$ cat src/logic/brake_pkg.sv
// package for the holding brake controller: register map, fields, timing
// assumes a 250 MHz system clock and a classic wishbone slave port
package brake_pkg;
   // register byte offsets
   localparam logic [3:0] ADDR_SUBMODE = 4'h0; // drive submode word
   localparam logic [3:0] ADDR_DOUT    = 4'h4; // digital output control word
   localparam logic [3:0] ADDR_TIMING  = 4'h8; // delays 1..4 (ms), 8 bits each
   localparam logic [3:0] ADDR_PWM     = 4'hc; // freq [15:0], duty [23:16]
   // fields
   localparam int SUBMODE_AUTO_BIT = 2;
   localparam int DOUT_BRAKE_BIT   = 0;
   // reset values
   localparam logic [31:0] TIMING_RST = 32'h0000_0000;
   localparam logic [15:0] FREQ_RST   = 16'h03e8; // 1000 Hz
   localparam logic [7:0]  DUTY_RST   = 8'h64;    // 100 percent
   localparam logic [15:0] FREQ_MAX   = 16'h07d0; // 2000 Hz
   localparam logic [7:0]  DUTY_MIN   = 8'h02;
   localparam logic [7:0]  DUTY_MAX   = 8'h64;
   // routing source codes
   localparam logic [7:0] SRC_PWM     = 8'h10;
   localparam logic [7:0] SRC_PWM_INV = 8'h11;
   // timing
   localparam int CLK_HZ      = 250_000_000;
   localparam int MS_US       = 1000;
   localparam int MS_CYCLES   = CLK_HZ / 1_000_000 * MS_US;
   // one pwm step is one percent of a period, per hertz
   localparam int PWM_STEP_HZ = CLK_HZ / 100;

   typedef enum logic [5:0] {
      ST_OFF     = 6'b000001,
      ST_REL_DLY = 6'b000010,
      ST_SETTLE  = 6'b000100,
      ST_RUN     = 6'b001000,
      ST_ENG_DLY = 6'b010000,
      ST_OFF_DLY = 6'b100000
   } seq_t;

   typedef struct packed {
      logic        motor_on;
      logic        brake_rel;
      logic        motion_ok;
   } drive_out_t;
endpackage

$ cat src/logic/brake_ctrl.sv
// holding brake controller: sequencing around operation enabled, brake pwm,
// manual brake mode and one routed output
// assumes a synchronous power state input and wishbone master on clk_i
//
// What this block does
// RL1: automatic handling only in operation enabled
// RL2: released brake output is configurable pwm
// RL3: submode bit 2 set selects automatic
// RL4: bit 2 clear: brake follows output bit 0
// RL5: enable: current, delay 3, release, delay 4
// RL6: disable: stop, delay 1, engage, delay 2, off
// RL7: frequency from subindex 5, max 2000 Hz
// RL8: duty percent from subindex 6, 2..100
// RL9: duty 100 holds output steady on
// RL10: routing code 10h pwm, 11h inverted
// RL11: automatic control uses output bit 0
// RL12: delays counted in ms, zero skips
//
// Chosen here: the placing of the registers and the Wishbone slave port.
`timescale 1ns/1ps
`default_nettype none
module brake_ctrl (
   input  wire logic        clk_i,
   input  wire logic        rst_i,
   input  wire logic        wb_cyc_i,
   input  wire logic        wb_stb_i,
   input  wire logic        wb_we_i,
   input  wire logic [3:0]  wb_adr_i,
   input  wire logic [3:0]  wb_sel_i,
   input  wire logic [31:0] wb_dat_i,
   output logic      [31:0] wb_dat_o,
   output logic             wb_ack_o,
   input  wire logic        op_enabled_i,
   input  wire logic        motor_still_i,
   input  wire logic        route_en_i,
   input  wire logic [15:0] route_entry_i,
   output logic             motor_on_o,
   output logic             motion_ok_o,
   output logic             brake_o,
   output logic             route_out_o
);
   // ----------------------------------------------------------------
   // state
   // ----------------------------------------------------------------
   typedef struct packed {
      logic [31:0]          submode;
      logic [31:0]          dout;
      logic [31:0]          timing;
      logic [15:0]          freq;
      logic [7:0]           duty;
      logic [31:0]          dat;
      logic                 ack;
      brake_pkg::seq_t      seq;
      logic [17:0]          ms_cnt;
      logic [7:0]           ms_left;
      logic [31:0]          pwm_acc;
      logic [6:0]           pct;
      logic                 brake;
      logic                 route;
      brake_pkg::drive_out_t drv;
   } state_t;

   state_t s_r, s_nxt;
   logic   req;
   logic   wr_commit;
   logic   route_ctl;
   logic   auto_mode;
   logic   ms_tick;
   logic   delay_done;
   logic   pwm_level;

   assign req       = wb_cyc_i & wb_stb_i & ~s_r.ack;
   // writes commit while ack is up, at the edge where the master samples it
   assign wr_commit = wb_cyc_i & wb_stb_i & wb_we_i & s_r.ack;
   // routing control bit from the output word, optionally inverted
   assign route_ctl = s_r.dout[route_entry_i[4:0]] ^ route_entry_i[7];
   assign auto_mode = s_r.submode[brake_pkg::SUBMODE_AUTO_BIT]; // [RL3]
   assign ms_tick   = (s_r.ms_cnt == 18'(brake_pkg::MS_CYCLES - 1));
   assign delay_done = (s_r.ms_left == 8'h00); // zero delay passes at once [RL12]

   // pwm: phase accumulator steps 100 percent per period at freq hertz [RL2]
   // duty 100 gives a constant high level [RL9]
   assign pwm_level = (s_r.duty >= brake_pkg::DUTY_MAX) ? 1'b1 : (s_r.pct < 7'(s_r.duty));

   // ----------------------------------------------------------------
   // next state
   // ----------------------------------------------------------------
   always_comb begin
      s_nxt     = s_r;
      s_nxt.ack = 1'b0;
      // bus slave, one wait state, unmapped reads give zero
      if (req) begin
         s_nxt.ack = 1'b1;
         s_nxt.dat = 32'h0000_0000;
         case (wb_adr_i)
            brake_pkg::ADDR_SUBMODE: s_nxt.dat = s_r.submode;
            brake_pkg::ADDR_DOUT:    s_nxt.dat = s_r.dout;
            brake_pkg::ADDR_TIMING:  s_nxt.dat = s_r.timing;
            brake_pkg::ADDR_PWM:     s_nxt.dat = {2'b00, s_r.seq, s_r.duty, s_r.freq};
            default:                 s_nxt.dat = 32'h0000_0000;
         endcase
      end
      // a write lands while the master still holds address and data; ack
      // stands for one cycle only, so each request commits exactly once
      if (wr_commit) begin
         for (int b = 0; b < 4; b++) begin
            if (wb_sel_i[b]) begin
               case (wb_adr_i)
                  brake_pkg::ADDR_SUBMODE: s_nxt.submode[b*8 +: 8] = wb_dat_i[b*8 +: 8];
                  brake_pkg::ADDR_DOUT:    s_nxt.dout[b*8 +: 8]    = wb_dat_i[b*8 +: 8];
                  brake_pkg::ADDR_TIMING:  s_nxt.timing[b*8 +: 8]  = wb_dat_i[b*8 +: 8];
                  default: ;
               endcase
            end
         end
         // out of range settings are refused whole [RL7] [RL8]
         if (wb_adr_i == brake_pkg::ADDR_PWM && (&wb_sel_i[1:0])
             && wb_dat_i[15:0] <= brake_pkg::FREQ_MAX && wb_dat_i[15:0] != 16'h0000)
            s_nxt.freq = wb_dat_i[15:0];
         if (wb_adr_i == brake_pkg::ADDR_PWM && wb_sel_i[2]
             && wb_dat_i[23:16] >= brake_pkg::DUTY_MIN
             && wb_dat_i[23:16] <= brake_pkg::DUTY_MAX)
            s_nxt.duty = wb_dat_i[23:16];
      end

      // pwm accumulator
      if (s_r.pwm_acc + 32'(s_r.freq) >= 32'(brake_pkg::PWM_STEP_HZ)) begin
         s_nxt.pwm_acc = s_r.pwm_acc + 32'(s_r.freq) - 32'(brake_pkg::PWM_STEP_HZ);
         s_nxt.pct     = (s_r.pct == 7'd99) ? 7'd0 : s_r.pct + 7'd1;
      end else begin
         s_nxt.pwm_acc = s_r.pwm_acc + 32'(s_r.freq);
      end

      // millisecond divider runs only while a delay is pending
      // so every delay starts on a fresh millisecond boundary
      s_nxt.ms_cnt = (ms_tick || delay_done) ? 18'h0 : s_r.ms_cnt + 18'h1;
      if (ms_tick && !delay_done)
         s_nxt.ms_left = s_r.ms_left - 8'h01; // [RL12]

      // sequencer, automatic mode only; manual mode parks in off
      case (s_r.seq)
         brake_pkg::ST_OFF: begin
            s_nxt.drv = '0;
            if (auto_mode && op_enabled_i) begin // [RL1]
               s_nxt.drv.motor_on = 1'b1;        // [RL5]
               s_nxt.ms_left      = s_r.timing[23:16];
               s_nxt.ms_cnt       = 18'h0;
               s_nxt.seq          = brake_pkg::ST_REL_DLY;
            end
         end
         brake_pkg::ST_REL_DLY: begin
            if (!op_enabled_i || !auto_mode) begin
               s_nxt.ms_left = s_r.timing[15:8];
               s_nxt.ms_cnt  = 18'h0;
               s_nxt.seq     = brake_pkg::ST_OFF_DLY;
            end else if (delay_done) begin
               s_nxt.drv.brake_rel = 1'b1;       // [RL5]
               s_nxt.ms_left       = s_r.timing[31:24];
               s_nxt.ms_cnt        = 18'h0;
               s_nxt.seq           = brake_pkg::ST_SETTLE;
            end
         end
         brake_pkg::ST_SETTLE: begin
            if (!op_enabled_i || !auto_mode) begin
               s_nxt.ms_left = s_r.timing[7:0];
               s_nxt.ms_cnt  = 18'h0;
               s_nxt.seq     = brake_pkg::ST_ENG_DLY;
            end else if (delay_done) begin
               s_nxt.drv.motion_ok = 1'b1;       // [RL5]
               s_nxt.seq           = brake_pkg::ST_RUN;
            end
         end
         brake_pkg::ST_RUN: begin
            if (!op_enabled_i || !auto_mode) begin
               s_nxt.drv.motion_ok = 1'b0;       // bring motor to rest [RL6]
               if (motor_still_i) begin
                  s_nxt.ms_left = s_r.timing[7:0];
                  s_nxt.ms_cnt  = 18'h0;
                  s_nxt.seq     = brake_pkg::ST_ENG_DLY;
               end
            end
         end
         brake_pkg::ST_ENG_DLY: begin
            s_nxt.drv.motion_ok = 1'b0;
            if (delay_done) begin
               s_nxt.drv.brake_rel = 1'b0;       // [RL6]
               s_nxt.ms_left       = s_r.timing[15:8];
               s_nxt.ms_cnt        = 18'h0;
               s_nxt.seq           = brake_pkg::ST_OFF_DLY;
            end
         end
         brake_pkg::ST_OFF_DLY: begin
            s_nxt.drv.brake_rel = 1'b0;
            if (delay_done) begin
               s_nxt.drv.motor_on = 1'b0;        // [RL6]
               s_nxt.seq          = brake_pkg::ST_OFF;
            end
         end
         default: begin
            s_nxt.drv = '0;
            s_nxt.seq = brake_pkg::ST_OFF;
         end
      endcase

      // brake output: pwm when released, closed otherwise
      // the control bit gates both modes, so software can always shut the brake
      if (auto_mode)
         s_nxt.brake = s_r.drv.brake_rel & pwm_level & s_r.dout[brake_pkg::DOUT_BRAKE_BIT]; // [RL1] [RL11]
      else
         s_nxt.brake = s_r.dout[brake_pkg::DOUT_BRAKE_BIT] & pwm_level; // [RL4]

      // routed output: the pwm generator itself or its inverse, gated by the
      // selected control bit; it does not depend on the brake drive state
      s_nxt.route = 1'b0;
      if (route_en_i && route_entry_i[15:8] == brake_pkg::SRC_PWM)
         s_nxt.route = route_ctl & pwm_level;      // [RL10]
      else if (route_en_i && route_entry_i[15:8] == brake_pkg::SRC_PWM_INV)
         s_nxt.route = route_ctl & ~pwm_level;     // [RL10]
   end

   // ----------------------------------------------------------------
   // registers
   // ----------------------------------------------------------------
   // sync reset loads constants only; all other state clears to zero
   always_ff @(posedge clk_i) begin
      if (rst_i) begin
         s_r         <= '0;
         s_r.timing  <= brake_pkg::TIMING_RST;
         s_r.freq    <= brake_pkg::FREQ_RST;
         s_r.duty    <= brake_pkg::DUTY_RST;
         s_r.seq     <= brake_pkg::ST_OFF;
      end else begin
         s_r <= s_nxt;
      end
   end

   assign wb_dat_o    = s_r.dat;
   assign wb_ack_o    = s_r.ack;
   assign motor_on_o  = s_r.drv.motor_on;
   assign motion_ok_o = s_r.drv.motion_ok;
   assign brake_o     = s_r.brake;
   assign route_out_o = s_r.route;

   // ----------------------------------------------------------------
   // checks
   // ----------------------------------------------------------------
   // idle automatic sequencer keeps the brake closed
   a_brake_closed_idle: assert property (@(posedge clk_i) disable iff (rst_i) // [RL1]
      (auto_mode && !op_enabled_i && s_r.seq == brake_pkg::ST_OFF) |=> !brake_o)
      else $error("brake open outside operation enabled");
   // manual mode: a cleared control bit closes the brake
   a_manual_follow: assert property (@(posedge clk_i) disable iff (rst_i) // [RL4]
      (!auto_mode && !s_r.dout[0] && !$past(s_r.dout[0])) |=> !brake_o)
      else $error("manual brake not following control bit");
   // release only ever happens with motor current on
   a_release_order: assert property (@(posedge clk_i) disable iff (rst_i) // [RL5]
      $rose(s_r.drv.brake_rel) |-> s_r.drv.motor_on)
      else $error("brake released without motor current");
   // the release wait runs with current on and the brake still closed
   a_motor_first: assert property (@(posedge clk_i) disable iff (rst_i) // [RL5]
      (s_r.seq == brake_pkg::ST_REL_DLY) |-> (motor_on_o && !s_r.drv.brake_rel))
      else $error("release wait without current or with brake open");
   a_run_after_rel: assert property (@(posedge clk_i) disable iff (rst_i) // [RL5]
      $rose(motion_ok_o) |-> s_r.drv.brake_rel)
      else $error("motion allowed while braked");
   // leaving operation enabled withdraws motion at once
   a_motion_stop: assert property (@(posedge clk_i) disable iff (rst_i) // [RL6]
      (s_r.seq == brake_pkg::ST_RUN && !op_enabled_i) |=> !motion_ok_o)
      else $error("motion still allowed after leaving operation enabled");
   a_off_after_engage: assert property (@(posedge clk_i) disable iff (rst_i) // [RL6]
      $fell(motor_on_o) |-> !s_r.drv.brake_rel)
      else $error("current off before brake engaged");
   a_freq_limit: assert property (@(posedge clk_i) disable iff (rst_i) // [RL7]
      s_r.freq <= brake_pkg::FREQ_MAX)
      else $error("pwm frequency above limit");
   a_duty_range: assert property (@(posedge clk_i) disable iff (rst_i) // [RL8]
      s_r.duty >= brake_pkg::DUTY_MIN && s_r.duty <= brake_pkg::DUTY_MAX)
      else $error("duty out of range");
   // full duty gives a steady drive, seen on the output pin itself
   a_full_duty: assert property (@(posedge clk_i) disable iff (rst_i) // [RL9]
      (!auto_mode && s_r.duty == brake_pkg::DUTY_MAX
       && s_r.dout[brake_pkg::DOUT_BRAKE_BIT]) |=> brake_o)
      else $error("duty 100 not steady");
   // routing switched off leaves the routed output low
   a_route_idle: assert property (@(posedge clk_i) disable iff (rst_i) // [RL10]
      !route_en_i |=> !route_out_o)
      else $error("routed output active with routing off");
   // automatic mode: a cleared control bit keeps the brake shut
   a_auto_gate: assert property (@(posedge clk_i) disable iff (rst_i) // [RL11]
      (auto_mode && !s_r.dout[brake_pkg::DOUT_BRAKE_BIT]) |=> !brake_o)
      else $error("automatic brake open with control bit clear");
   a_zero_delay: assert property (@(posedge clk_i) disable iff (rst_i) // [RL12]
      (s_r.seq == brake_pkg::ST_REL_DLY && op_enabled_i && auto_mode && delay_done)
      |=> s_r.seq == brake_pkg::ST_SETTLE)
      else $error("finished delay did not advance");
   // the divider rests at zero whenever no delay is pending
   a_ms_idle: assert property (@(posedge clk_i) disable iff (rst_i) // [RL12]
      delay_done |=> s_r.ms_cnt == 18'h0)
      else $error("millisecond divider running with no delay");
   // a pending engage delay only moves on a millisecond tick
   a_ms_hold: assert property (@(posedge clk_i) disable iff (rst_i) // [RL12]
      (!ms_tick && !delay_done && s_r.seq == brake_pkg::ST_ENG_DLY)
      |=> s_r.ms_left == $past(s_r.ms_left))
      else $error("delay count moved between ticks");
endmodule
`default_nettype wire

$ cat config.mk
export PLATFORM = sky130hd
export DESIGN_NAME = brake_ctrl
export DESIGN_NICKNAME = d
export VERILOG_FILES = /design/src/logic/brake_pkg.sv /design/src/logic/brake_ctrl.sv
export SDC_FILE = /design/constraint.sdc
export NUM_CORES = 1
export LEC_CHECK = 0
export ABC_CLOCK_PERIOD_IN_PS = 5500
export BUFFER_PORTS_ARGS = -buffer_cell sky130_fd_sc_hd__buf_2
export CAP_MARGIN = 20
export CELL_PAD_IN_SITES_DETAIL_PLACEMENT = 2
export CELL_PAD_IN_SITES_GLOBAL_PLACEMENT = 2
export CORE_MARGIN = 10
export CORE_UTILIZATION = 35
export DETAILED_ROUTE_END_ITERATION = 8
export PLACE_DENSITY_LB_ADDON = 0.08
export SKIP_CTS_REPAIR_TIMING = 1
export SLEW_MARGIN = 40
export SYNTH_ARGS = -nofsm -noshare
export SYNTH_HDL_FRONTEND = slang
export SYNTH_SLANG_ARGS = --single-unit
$ cat constraint.sdc
create_clock -name clk_i -period 5.5 [get_ports clk_i]
set_input_delay 0.275 -clock clk_i [delete_from_list [all_inputs] [get_ports clk_i]]
set_output_delay 0.275 -clock clk_i [all_outputs]
set_load 0.01 [all_outputs]
---- After elaboration in Yosys (flattened, before gate mapping) ----
Index checks and enable logic that the tools add are counted.
storage, ports and cells
  register bits ........................... 229
  input bits .............................. 64
  output and inout bits ................... 37
operators by class
  $add $sub $neg .......................... 5
  magnitude comparators ................... 7
  equal/unequal tests ..................... 24
  muxes and demuxes ....................... 32
  bitwise operators ....................... 15
  reductions and logical operators ........ 40
operator list
  kind                                                    number
  two-way mux 32 bit                                      7
  case mux 26 bit (5 select lines)                        1
  case mux 32 bit (4 select lines)                        1
  case mux 6 bit (6 select lines)                         1
  AND reduction 3 bit                                     12
  adder 32 x 16 -> 32 bit                                 1
  >= comparator 32 x 22 -> 1 bit (second input constant)  1
  subtractor 32 x 22 -> 32 bit (second input constant)    1
  two-way mux 26 bit                                      1
  adder 18 x 1 -> 18 bit (second input constant)          1
  == test 18 bit (second input constant)                  1
  two-way mux 18 bit                                      1
  two-way mux 6 bit                                       3
  != test 2 bit (second input constant)                   9
  == test 8 x 5 -> 1 bit (second input constant)          2
  <= comparator 16 x 11 -> 1 bit (second input constant)  1
  nonzero test 16 bit                                     1
  two-way mux 1 bit                                       11
  logical AND 1 bit                                       10
  bitwise AND 1 bit                                       9
  case mux 1 bit (3 select lines)                         3
  == test 4 bit (second input constant)                   2
  >= comparator 8 x 2 -> 1 bit (second input constant)    1
  >= comparator 8 x 7 -> 1 bit (second input constant)    1
  other kinds (28)                                        41

---- Longest topological paths before layout ----
  depth after elaboration ................. 7
  gate-level depth with buffers ........... 16
  gate-level depth less buffers ........... 15

---- Worst setup path before layout ----
Ideal clock, no wire load.
  path type ............................... register -> register
  from .................................... reg s_r[117] (netlist name)
  to ...................................... reg s_r[37] (netlist name)
  library setup time ...................... 0.123 ns
  arrival ................................. 3.409 ns
  required time ........................... 5.377 ns
  slack ................................... 1.968 ns
  stages on the path, launching flop included .. 14
  buffers on the path ..................... 1
  clock period less this slack ............ 3.532 ns
  cells stage by stage .................... dfxtp_1 ha_1 fa_1 a211oi_2 o211ai_1 a21oi_2 a21oi_2 and2_1 o311ai_4 o2111ai_1 or3_1 buf_4 a41oi_1 mux2_1
on the way
  cells in the longest elaborated chain, start to end .. 3
RTL lines
  element                                                                                RTL line                                                 source
  from (decl)                                                                            brake_ctrl.sv:63                                         state_t s_r, s_nxt;
  from (signal assigned)                                                                 brake_ctrl.sv:233                                        s_r <= s_nxt;
  adder 32 x 16 -> 32 bit (*)                                                            brake_ctrl.sv:127, brake_ctrl.sv:128, brake_ctrl.sv:131
  subtractor 32 x 22 -> 32 bit / >= comparator 32 x 22 -> 1 bit (equally long branches)  brake_ctrl.sv:128, brake_ctrl.sv:127
  two-way mux 32 bit (*)                                                                 brake_ctrl.sv:127                                        if (s_r.pwm_acc + 32'(s_r.freq) >= 32'(brake_pkg::PWM_STEP_HZ)) begin
Every way passes the cells marked *; elsewhere a longest branch is shown, timed or not.
A chain may end at the register's enable or synchronous reset.

---- Final worst setup path ----
  from .................................... reg s_r[123] (netlist name)
  to ...................................... reg s_r[11] (netlist name)
on the way
  cells in the longest elaborated chain, start to end .. 2
RTL lines
  element                         RTL line
  adder 32 x 16 -> 32 bit         brake_ctrl.sv:127
  >= comparator 32 x 22 -> 1 bit  brake_ctrl.sv:127
Every way passes these cells.

==> impl_metrics.yaml <==
run_status:
  status: "completed"
power:
  finalPower_uw: 5100
  pwr-share-seq_pct: 36.5
  clockPowerShare_pct: 35.8
  p_leak_uw: 0.00469
  power_frac_comb_pct: 27.7
  peakVddDrop_uv: 182
  power.switching_uw: 1720
  cellPowerDensity_nw_per_um2: 376
  p_int_uw: 3380
  switching_share_pct: 33.7
sta:
  fmax_mhz: 232
  hold_viol_final: 0
  setup_tns_ns: 0
  slew_violations: 0
  relSlewSlack_pct: 45.5
  fin_worst_skew_ns: 0.0142
  grt_setup_unrepaired: "false"
  worst_pin_slew_ns: 0.818
  fin_crit_ns: 4.31
  finalSetupViolations: 0
  period_share_pct: 78.3
cells_and_area:
  antenna_cells: 0
  syn2layout_area_growth_pct: 13.1
  regArea_um2: 4580
  multiInputGateArea_um2: 6730
  fin_nets: 1615
  nFillCells: 3856
  final_cells: 1993
  drive_gt1_share_pct: 13.3
cts:
  cts_buffers: 29
  cts_root_buffer: "clkbuf_16"
  cts_tree: "built"
  clkSinkCount: 229
  htreeDepth: 1
  cts_max_path_buffers: 3
  clk_pin_slew_ns: 0.06
  clk_latency_ns: 0.56
synthesis:
  ys_types: 78
  syn_area_per_cell_um2: 8.00
  ys.flop_type: "dfxtp_1"
  synth-edff-count: 0
  yosys_warnings: 0
  netlist_area_um2: 12000
  netlist_instances: 1500
  yosysSeqAreaShare_pct: 38.2
  async_flop_share_pct: 0
  synth-seq-cells: 229
  syn-num-nets: 1591
setup_path:
  cp.arrival_ns: 4.79
  critPathTopFamily: "compound AO/OA/AOI/OAI gates"
  cp.required_ns: 5.98
  max_stage_delay_ns: 0.51
  path_cells: "ha_1 -> a21oi_1 -> o21ai_0 -> a22oi_1 -> nand2_1 -> xor2_1 -> or3b_1 -> a311oi_2 -> or3_1 -> buf_4 -> nand2_2 -> or3_1 -> a21oi_1"
  critPathBufInv: 1
  reg2reg_from: "s_r[123]"
  reg2reg_to: "s_r[11]"
  cp-start-kind: "flip-flop"
  ff2ff_path_depth: 13
  crit_path_end_kind: "flip-flop"
  cp_max_fo: 10
  crit_type: "flip-flop to flip-flop"
  ff2ff_setup_slack_ns: 1.19
  slowest_stage: "a22oi_1"
worst_hold_path:
  min_path_cells: 3
  hold_path_end: "route_out_o"
  hold_path_class: "input port to flip-flop"
  min_from: "route_entry_i[8]"
floorplan:
  core_area_um2: 33700
  io_pins: 101
  die-width_um: 205
  die_h_um: 205
  floorplan.rows: 67
  initial_core_util_pct: 35.6
  die_area_um2: 42100
global_routing:
  grt_max_degree: 84
  grt_first_pass_wirelength_mm: 68.8
  track_usage_pct: 20.1
  first_global_vias: 12007
  gr-total-overflow: 0
  grt_antenna_before_repair: 0
route:
  vias_per_cell: 5.63
  drt_wl_total_mm: 43.2
  drt-initial-drc-count: 530
  dr.pass1.iters: 6
  wire_per_inst_um: 21.7
  num_vias: 11213
  route.detailed.drc: 0
  ant_nets: 0
place:
  place.gp.congestion: 0.791
  dp_cells: 1936
  dp_hpwl_mm: 30.7
  place.port_buffers: 98
run:
  maxCapViolations: 0
==> worst reg2reg max path, delay by kind of cell, from the launching register on <==
kind | cells | cell delay [ns]
buf+inv | 1 | 0.24
compound gates | 5 | 1.56
flops | 1 | 0.33
fa+ha+maj | 1 | 0.36
simple gates | 5 | 1.33
xor+xnor | 1 | 0.42
==> cell type report <==
cell class	instances	area share, %
clock buffers	46	6.33
clock inverters	6	0.286
inverters	27	0.746
multi-input cells	1114	49.5
flip-flops and latches	229	33.8
well taps	448	4.13
repair buffers	123	5.20
==> layer usage <==
metal  vias up  part of all wire [%]  global-route usage (%)
met4         0                   1.5                    4.12
met3        45                   3.3                    2.84
li1       5372                     -                       -
met5         -                     0                       0
met2       148                    49                    35.3
met1      5648                    46                    25.6
==> worst max path at each step <==
stage / from / endpoint / cells after the start
final: s_r[123] / s_r[11] / 13
after global routing: s_r[123] / s_r[5] / 13
after CTS: s_r[117] / s_r[11] / 14
after detailed placement: s_r[117] / s_r[11] / 14
after global placement: s_r[117] / s_r[11] / 14
after floorplan: s_r[117] / s_r[37] / 13
==> cells in the mapped netlist (all sizes together), types with 3 or more instances <==
master | number | share of area [%]
o21a | 5 | 0.31
buf | 44 | 2.5
a22oi | 67 | 4.2
o22ai | 3 | 0.16
a41oi | 3 | 0.22
and4 | 4 | 0.29
nor4 | 10 | 0.57
dfxtp | 229 | 38
nand3 | 126 | 5.3
clkbuf | 86 | 2.7
nand2 | 169 | 5.3
o21bai | 5 | 0.31
a221oi | 3 | 0.22
and3 | 6 | 0.31
a211o | 9 | 0.66
ha | 26 | 2.7
and2 | 17 | 0.89
mux4 | 10 | 1.9
xnor2 | 39 | 2.8
nor3 | 17 | 0.75
nand4b | 7 | 0.51
a21o | 12 | 0.75
nand2b | 9 | 0.47
a222oi | 5 | 0.42
o21ai | 29 | 1.3
o31ai | 3 | 0.19
xor2 | 36 | 2.6
a31oi | 16 | 0.83
a21oi | 212 | 8.9
nand3b | 3 | 0.19
or2 | 6 | 0.31
mux2i | 12 | 1.0
nor2 | 149 | 4.7
nor3b | 4 | 0.25
nor2b | 17 | 0.89
nor4b | 5 | 0.42
nand4 | 16 | 0.83
a211oi | 10 | 0.79
o211ai | 9 | 0.60
inv | 27 | 0.84
or3 | 7 | 0.36
==> sequential cells by signal (all words and copies together) (netlist names) <==
name and count:
brake_o 1, motion_ok_o 1, route_out_o 1, s_r 191
motor_on_o 1, wb_ack_o 1, auto_mode 1, wb_dat_o 32
==> logic make-up (layout without fill, tap and decap cells) <==
kind of cell	after synthesis	count (layout)	share of synthesized area (%)
AO/OA/AOI/OAI	410	410	21.6
XOR/XNOR	75	75	5.47
adder cells (fa/ha/maj)	27	27	2.88
buffers and inverters	157	202	6.08
flip-flops	229	229	38.2
multiplexers	23	23	2.97
AND/OR/NAND/NOR	579	579	22.8
==> power by group through the flow <==
stage          registers, µW  logic, µW  clock network, µW
4_1_cts                 1860       1420               1870
3_5_place_dp            1900       1400                  0
6_report                1860       1410               1830
3_3_place_gp            1890       1350                  0
5_1_grt                 1880       1580               1940
2_1_floorplan           1860       1080                  0
==> layout by cell type, fill, tap and decap left out, types with 19 or more instances in the layout <==
cell | synthesis | routed
a22oi_1 | 67 | 67
ha_1 | 26 | 26
buf_4 | 34 | 19
nand2_1 | 168 | 168
inv_1 | 27 | 27
nand3_1 | 126 | 126
a21oi_1 | 209 | 208
xor2_1 | 36 | 36
clkbuf_16 | 0 | 29
buf_2 | 8 | 97
xnor2_1 | 39 | 39
o21ai_0 | 24 | 23
nor2_1 | 148 | 147
dfxtp_1 | 229 | 229
==> per-stage QoR <==
stage | worst slack, ns | hold WS [ns] | instance area, µm² | util, %
floorplan | 1.97 | 0.393 | 12000 | -
global placement | 1.32 | 0.432 | 12600 | 37.4
detailed placement | 1.20 | 0.448 | 12600 | 37.5
CTS | 1.19 | -0.0394 | 13500 | 40.1
global route | 0.826 | 0.000495 | 13600 | 40.3
finish | 1.19 | 0.000891 | 13600 | 40.3
(Power assumes the default switching activity.)
